`src/design/acc_regs.svh`:
```
// Contract
// - Watchdog flag with enable bit 7 raises the converter interrupt.
// - Overrun flag with enable bit 4 raises the interrupt; enable 0 masks.
// - Sequence-done flag with enable bit 3 raises the interrupt.
// - Conversion-done flag with enable bit 2 raises the interrupt.
// - Sampling-done flag with enable bit 1 raises the interrupt.
// - Writing 1 to bit 31 calibrates; reads 1 until calibration completes.
// - Writing 1 to bit 4 aborts conversion; reads 1 until discard done.
// - Start bit 2 converts now on software trigger, else awaits trigger.
// - Single mode with software trigger: start clears at sequence done.
// - Discontinuous with software trigger: start clears at conversion done.
// - Otherwise start clears only with stop completion, same cycle.
`ifndef ACC_REGS_SVH
`define ACC_REGS_SVH
`define ACC_OFS_IER     12'h004
`define ACC_OFS_CR      12'h008
`define ACC_OFS_EVT     12'h00c
`define ACC_OFS_MASK    12'h010
`define ACC_BIT_WDG     7
`define ACC_BIT_OVRUN   4
`define ACC_BIT_SEQ     3
`define ACC_BIT_CONV    2
`define ACC_BIT_SAMP    1
`define ACC_BIT_CAL     31
`define ACC_BIT_STP     4
`define ACC_BIT_START   2
`define ACC_BIT_EN      0
`define ACC_IER_MASK    32'h0000009e
`define ACC_IER_RESET   32'h00000000
`define ACC_CR_RESET    32'h00000000
`define ACC_EVT_MASK    32'h0000001f
`endif

```
`src/design/acc_pkg.sv`:
```
package acc_pkg;
	typedef logic [31:0] acc_word_t;
	typedef enum logic [1:0]
	{
		ACC_TRIG_SW,
		ACC_TRIG_RISE,
		ACC_TRIG_FALL,
		ACC_TRIG_BOTH
	} acc_trig_e;
	typedef enum
	{
		ACC_IDLE,
		ACC_WAIT_TRIG,
		ACC_CONVERT,
		ACC_STOPPING
	} acc_conv_e;
endpackage

```
`src/design/acc_cmd_if.sv`:
```
interface acc_cmd_if;
	logic wr_ier;
	logic wr_cr;
	logic [31:0] wdata;
	logic [31:0] ier;
	modport bus (output wr_ier, output wr_cr, output wdata, input ier);
	modport core (input wr_ier, input wr_cr, input wdata, output ier);
endinterface

```
`src/design/acc_ctrl.sv`:
```
`include "acc_regs.svh"
module acc_ctrl
(
	input  wire logic              i_clk_sys,     // System clock
	input  wire logic              i_arst_n,      // Async reset, active low
	input  wire logic              i_ce,          // Clock enable
	input  wire logic              i_psel,        // APB select
	input  wire logic              i_penable,     // APB enable
	input  wire logic              i_pwrite,      // APB direction
	input  wire logic [11:0]       i_paddr,       // APB byte address
	input  wire acc_pkg::acc_word_t i_pwdata,     // APB write data
	output acc_pkg::acc_word_t     o_prdata,      // APB read data
	output logic                   o_pready,      // APB ready
	output logic                   o_pslverr,     // APB error
	input  wire logic              i_watchdog_flag,      // Flag level
	input  wire logic              i_overrun_flag,       // Flag level
	input  wire logic              i_sequence_done_flag, // Flag level
	input  wire logic              i_conversion_done_flag, // Flag level
	input  wire logic              i_sampling_done_flag, // Flag level
	input  wire acc_pkg::acc_trig_e i_trigger_edge_select, // Trigger edge
	input  wire logic              i_continuous_mode,    // Continuous on
	input  wire logic              i_discontinuous_mode, // Discontinuous on
	input  wire logic              i_hw_trigger,  // Hardware trigger pulse
	input  wire logic              i_cal_done,    // Calibration finished
	input  wire logic              i_discard_done, // Abort finished
	input  wire logic              i_disable_pending, // Disable requested
	output logic                   o_converter_enable, // Enable level
	output logic                   o_calibrate,   // Calibration running
	output logic                   o_convert_go,  // Conversion start pulse
	output logic                   o_abort,       // Abort in progress
	output logic                   o_irq,         // Converter interrupt
	output logic                   o_event_irq    // Event status interrupt
);
	import acc_pkg::*;

	acc_cmd_if cmd ();
	logic [31:0] ier;
	logic        cal;
	logic        stp;
	logic        start;
	logic        en;
	logic [4:0]  flags;
	logic [4:0]  flags_q;
	logic [4:0]  evt;
	logic [4:0]  evt_mask;
	logic        wr;
	logic        rd;
	logic        sw_trig;
	logic        start_done;
	logic        mapped;
	acc_conv_e   state;

	// ****************************************
	// APB decode
	// ****************************************
	assign wr = i_psel && i_penable && i_pwrite;
	assign rd = i_psel && i_penable && !i_pwrite;
	assign o_pready = 1'b1;
	assign mapped = (i_paddr == `ACC_OFS_IER) || (i_paddr == `ACC_OFS_CR)
		|| (i_paddr == `ACC_OFS_EVT) || (i_paddr == `ACC_OFS_MASK);
	assign o_pslverr = i_psel && i_penable && !mapped;
	assign cmd.wr_ier = wr && (i_paddr == `ACC_OFS_IER);
	assign cmd.wr_cr = wr && (i_paddr == `ACC_OFS_CR);
	assign cmd.wdata = i_pwdata;
	assign ier = cmd.ier;

	acc_enable_bank u_bank
	(
		.i_clk_sys (i_clk_sys),
		.i_arst_n  (i_arst_n),
		.i_ce      (i_ce),
		.cmd       (cmd.core)
	);

	always_ff @(posedge i_clk_sys or negedge i_arst_n)
	begin
		if (!i_arst_n)
			o_prdata <= 32'h00000000;
		else if (i_ce && i_psel && !i_penable && !i_pwrite)
		begin
			case (i_paddr)
				`ACC_OFS_IER:  o_prdata <= ier;
				`ACC_OFS_CR:   o_prdata <= {cal, 26'h0000000, stp, 1'b0,
					start, 1'b0, en};
				`ACC_OFS_EVT:  o_prdata <= {27'h0000000, evt};
				`ACC_OFS_MASK: o_prdata <= {27'h0000000, evt_mask};
				default:       o_prdata <= 32'h00000000;
			endcase
		end
	end

	// ****************************************
	// Converter interrupt
	// ****************************************
	assign flags = {i_watchdog_flag, i_overrun_flag, i_sequence_done_flag,
		i_conversion_done_flag, i_sampling_done_flag};
	assign o_irq = (i_watchdog_flag && ier[`ACC_BIT_WDG])
		|| (i_overrun_flag && ier[`ACC_BIT_OVRUN])
		|| (i_sequence_done_flag && ier[`ACC_BIT_SEQ])
		|| (i_conversion_done_flag && ier[`ACC_BIT_CONV])
		|| (i_sampling_done_flag && ier[`ACC_BIT_SAMP]);

	// ****************************************
	// Sticky event status, read clears, set wins
	// ****************************************
	always_ff @(posedge i_clk_sys or negedge i_arst_n)
	begin
		if (!i_arst_n)
			flags_q <= 5'h00;
		else if (i_ce)
			flags_q <= flags;
	end

	always_ff @(posedge i_clk_sys or negedge i_arst_n)
	begin
		if (!i_arst_n)
			evt <= 5'h00;
		else if (i_ce)
		begin
			// Clear only what the read returned, so no event is lost
			if (rd && i_paddr == `ACC_OFS_EVT)
				evt <= (evt & ~o_prdata[4:0]) | (flags & ~flags_q);
			else
				evt <= evt | (flags & ~flags_q);
		end
	end

	always_ff @(posedge i_clk_sys or negedge i_arst_n)
	begin
		if (!i_arst_n)
			evt_mask <= 5'h00;
		else if (i_ce && wr && i_paddr == `ACC_OFS_MASK)
			evt_mask <= i_pwdata[4:0];
	end

	assign o_event_irq = |(evt & evt_mask);

	// ****************************************
	// Command bits
	// ****************************************
	assign sw_trig = (i_trigger_edge_select == ACC_TRIG_SW);
	assign start_done = sw_trig && !i_continuous_mode
		&& ((!i_discontinuous_mode && i_sequence_done_flag)
		|| (i_discontinuous_mode && i_conversion_done_flag));

	always_ff @(posedge i_clk_sys or negedge i_arst_n)
	begin
		if (!i_arst_n)
			en <= 1'b0;
		else if (i_ce && cmd.wr_cr && i_pwdata[`ACC_BIT_EN])
			en <= 1'b1;
	end

	always_ff @(posedge i_clk_sys or negedge i_arst_n)
	begin
		if (!i_arst_n)
			cal <= 1'b0;
		else if (i_ce)
		begin
			if (cmd.wr_cr && i_pwdata[`ACC_BIT_CAL])
				cal <= 1'b1;
			else if (i_cal_done)
				cal <= 1'b0;
		end
	end

	always_ff @(posedge i_clk_sys or negedge i_arst_n)
	begin
		if (!i_arst_n)
			stp <= 1'b0;
		else if (i_ce)
		begin
			if (cmd.wr_cr && i_pwdata[`ACC_BIT_STP])
				stp <= 1'b1;
			else if (i_discard_done)
				stp <= 1'b0;
		end
	end

	always_ff @(posedge i_clk_sys or negedge i_arst_n)
	begin
		if (!i_arst_n)
			start <= 1'b0;
		else if (i_ce)
		begin
			if (cmd.wr_cr && i_pwdata[`ACC_BIT_START] && en
				&& !i_disable_pending)
				start <= 1'b1;
			else if (stp && i_discard_done)
				start <= 1'b0;
			else if (start_done && state == ACC_CONVERT)
				start <= 1'b0;
		end
	end

	// ****************************************
	// Conversion sequencing
	// ****************************************
	always_ff @(posedge i_clk_sys or negedge i_arst_n)
	begin
		if (!i_arst_n)
			state <= ACC_IDLE;
		else if (i_ce)
		begin
			case (state)
				ACC_IDLE:
					if (start)
						state <= sw_trig ? ACC_CONVERT : ACC_WAIT_TRIG;
				ACC_WAIT_TRIG:
					if (stp)
						state <= ACC_STOPPING;
					else if (i_hw_trigger)
						state <= ACC_CONVERT;
				ACC_CONVERT:
					if (stp)
						state <= ACC_STOPPING;
					else if (!start)
						state <= ACC_IDLE;
					else if (!sw_trig && i_conversion_done_flag)
						state <= ACC_WAIT_TRIG;
				ACC_STOPPING:
					if (!stp)
						state <= ACC_IDLE;
				default:
					state <= ACC_IDLE;
			endcase
		end
	end

	always_ff @(posedge i_clk_sys or negedge i_arst_n)
	begin
		if (!i_arst_n)
			o_convert_go <= 1'b0;
		else if (i_ce)
			o_convert_go <= !stp && ((state == ACC_IDLE && start && sw_trig)
				|| (state == ACC_WAIT_TRIG && i_hw_trigger));
	end

	assign o_converter_enable = en;
	assign o_calibrate = cal;
	assign o_abort = stp;
endmodule

```
`src/design/acc_enable_bank.sv`:
```
`include "acc_regs.svh"
module acc_enable_bank
(
	input  wire logic i_clk_sys,    // System clock
	input  wire logic i_arst_n,     // Async reset, active low
	input  wire logic i_ce,         // Clock enable
	acc_cmd_if.core   cmd           // Write strobes and enable readback
);
	logic [31:0] ier;

	// ****************************************
	// Interrupt enable register
	// ****************************************
	always_ff @(posedge i_clk_sys or negedge i_arst_n)
	begin
		if (!i_arst_n)
			ier <= `ACC_IER_RESET;
		else if (i_ce && cmd.wr_ier)
			ier <= cmd.wdata & `ACC_IER_MASK;
	end

	assign cmd.ier = ier;
endmodule

```
`config.mk`:
```
export PLATFORM = sky130hd
export DESIGN_NAME = acc_ctrl
export DESIGN_NICKNAME = d
export VERILOG_FILES = /design/src/design/acc_pkg.sv /design/src/design/acc_cmd_if.sv /design/src/design/acc_ctrl.sv /design/src/design/acc_enable_bank.sv
export VERILOG_INCLUDE_DIRS = /design/src /design/src/design
export SDC_FILE = /design/constraint.sdc
export NUM_CORES = 1
export LEC_CHECK = 0
export BUFFER_PORTS_ARGS = -buffer_cell sky130_fd_sc_hd__buf_4
export CORE_ASPECT_RATIO = 1.2
export CORE_UTILIZATION = 45
export DETAILED_ROUTE_END_ITERATION = 12
export PLACE_DENSITY = 0.86
export SKIP_LAST_GASP = 1
export SLEW_MARGIN = 20
export SYNTH_ARGS = -nofsm -noshare
export SYNTH_HDL_FRONTEND = slang
export SYNTH_SLANG_ARGS = --single-unit
```
`constraint.sdc`:
```
create_clock -name i_clk_sys -period 1.7 [get_ports i_clk_sys]
set_clock_uncertainty 0.2 [all_clocks]
set_input_delay 0.255 -clock i_clk_sys [delete_from_list [all_inputs] [get_ports i_clk_sys]]
set_output_delay 0.255 -clock i_clk_sys [all_outputs]
set_load 0.005 [all_outputs]
```
==> flow_summary.json <==
{
  "clk_path_buf_depth": 2,
  "die_area_um2": 4680,
  "fmaxAchievable_mhz": 576,
  "yosysUniqueCellTypes": 41,
  "layout_setup_ws_ps": -34.8,
  "fin_area_um2": 2650,
  "cp_slowest_stage_delay_ps": 410,
  "first_iter_violations": 118,
  "slowest_stage": "dfrtp_1",
  "root_buffer": "clkbuf_8",
  "synth_area_um2": 1990,
  "clkTransAtPathRegs_ps": 70,
  "synth_top_area_share_pct": 42.8,
  "wl_um": 5090,
  "end_kind": "output port",
  "yosysWarnings": 0,
  "critPathBufInv": 1,
  "drv_cap": 0,
  "area_delta_synth_final_pct": 33.3,
  "n_antenna_cell": 0,
  "ant_nets": 0,
  "clock_latency_ps": 290,
  "p_leak_nw": 1.34,
  "top_level_ports": 103,
  "gp_congestion": 0.897,
  "die-width_um": 62.6,
  "setup_violations": 3,
  "hold_path_class": "input pin to flip-flop",
  "track_usage_pct": 22.6,
  "initial_utilization_pct": 46.6,
  "antenna_found_initial": 0,
  "grt_pass1_vias": 1614,
  "worstPathArrival_ps": 1280,
  "ys_ff_latch": 34,
  "vdd_drop_max_uv": 525,
  "power_density_nw_per_um2": 629,
  "core_um2": 4260,
  "syn_avg_cell_area_um2": 9.69,
  "grt_start_max_net_pins": 35,
  "critical_path.top_delay_family": "flip-flops",
  "rsz0062_at_grt": "true",
  "synthesis.instances": 205,
  "slew_violations": 0,
  "synth.area.top_cells": "dfrtp_1, buf_4, nand2_1, o21ai_0, mux2_2",
  "drc_errors": 0,
  "cts_sinks": 34,
  "hold_slack_ps": 5.10,
  "final_nets": 342,
  "fin_crit_sh_pct": 102,
  "cts_buffers": 5,
  "final_common_cell": "buf_4",
  "critPathKind": "flip-flop to output port",
  "routedWlPerCell_um": 15.1,
  "cp_cell_sequence": "a222oi_1 -> nand2_1 -> buf_4",
  "vias": 1784,
  "portBuffers": 51,
  "status": "finished with violations",
  "worst_setup_path_start_kind": "flip-flop",
  "crit_required_ps": 1240,
  "violations": "setup timing",
  "placement_rows": 26,
  "grt_overflow": 0,
  "drt_pass1_iterations": 5,
  "hold_viol": 0,
  "period_needed_ps": 1730,
  "h-tree-depth": 2,
  "final_cell_mix": "buf_4, dfrtp_1, nand2_1, conb_1, o21ai_0",
  "synth_area_leader_cell": "dfrtp_1",
  "drive_gt1_share_pct": 35.7,
  "vias_per_cell": 5.31,
  "cts_tree": "built",
  "grt_pass1_wl_um": 7830,
  "place_area_um2": 2420,
  "die_h_um": 74.8,
  "seq_area_frac_synth_pct": 42.8,
  "hpwl_um": 3590,
  "path_max_fanout": 2
}
==> per-stage QoR <==
step | setup TNS [ps] | instances | total power [mW] | worst slack (ps) | util, %
finish | -99.9 | 336 | 1.67 | -34.8 | 62.1
global route | -318 | 336 | 1.74 | -131 | 62.1
CTS | -144 | 334 | 1.67 | -37.9 | 61.1
detailed placement | -5630 | 316 | 1.05 | -323 | 56.8
global placement | -5040 | 316 | 1.04 | -277 | 56.8
floorplan | -716 | 229 | 0.962 | -61.7 | -
==> final timing paths <==
kind,to,cells after the start,slack [ps],from
min reg2reg,evt[4],1,260,flags_q[4]
max,o_event_irq,3,-30,evt[4]
min in group asynchronous,o_calibrate,2,240,i_arst_n
min,u_bank.cmd.ier[3],2,5,i_pwdata[3]
max in group asynchronous,o_prdata[3],2,730,i_arst_n
max reg2reg,o_convert_go,4,230,state[0]
==> flip-flops by register name, indices dropped and copies added (netlist names) <==
name and flops:
o_prdata 7, evt 5, evt_mask 5, flags_q 5, u_bank.cmd.ier 5, state 2
o_abort 1, o_calibrate 1, o_convert_go 1, o_converter_enable 1, start 1
==> worst register-to-register path: cells and delay by family, from the launching register on <==
family | cells | cell delay, ps
AO/OA/AOI/OAI | 1 | 80
flip-flops | 1 | 470
multiplexers | 1 | 170
AND/OR/NAND/NOR | 2 | 510
==> cells by family after synthesis <==
family                 count (synthesis)  synth area share [%]
and+or+nand+nor                       62                  18.8
muxes                                 16                  8.76
AOI/OAI and AO/OA                     49                  15.9
other                                  2                 0.378
DFF                                   34                  42.8
buffers and inverters                 42                  13.3
==> repair_timing <==
action                                 CTS  global route
endpoints found under the hold margin   38             0
setup buffers                            5             2
hold buffers                             5             0
pin swaps                                7             6
setup endpoints to repair                7            17
gates resized for setup                  2             7
==> synth_stat cells, drive strengths merged <==
cell,instances
nand2b,1
a22oi,2
conb,2
nor2,10
mux2,11
a2111oi,1
o32a,1
nor4bb,1
inv,8
a21oi,13
dfrtp,34
or4b,1
o21ai,17
nor4b,2
nand2,27
clkbuf,3
or3b,2
nor4,1
a22o,2
nand3b,4
nand3,5
o21a,2
nor3,3
and3,1
or4,2
a21o,3
buf,31
nand4,1
mux2i,5
o2bb2ai,2
nand4bb,1
a32o,4
a222oi,2
==> report_power, final <==
part | internal [mW] | switching, mW
Combinational | 0.110 | 0.117
Clock | 0.326 | 0.288
Sequential | 0.820 | 0.00381
Total | 1.26 | 0.409
==> routing by layer <==
layer / GRT usage (%) / part of all wire (%) / up-vias
met5: 0 / 0 / -
met4: 12.7 / 3.2 / 0
met3: 5.91 / 6.7 / 17
met2: 38.4 / 51 / 82
met1: 26.5 / 39 / 859
li1: - / - / 826
==> area by class of cell <==
class                           count  area, um^2
Timing Repair Buffer               77         606
Sequential cell                    34         851
Clock buffer                        7        86.3
Inverter                            8        30.0
Clock inverter                      1        5.00
Fill cell                         355        1610
Tap cell                           56        70.1
Multi-Input combinational cell    153        1000
No activity file was read; power rests on OpenSTA's default activity.
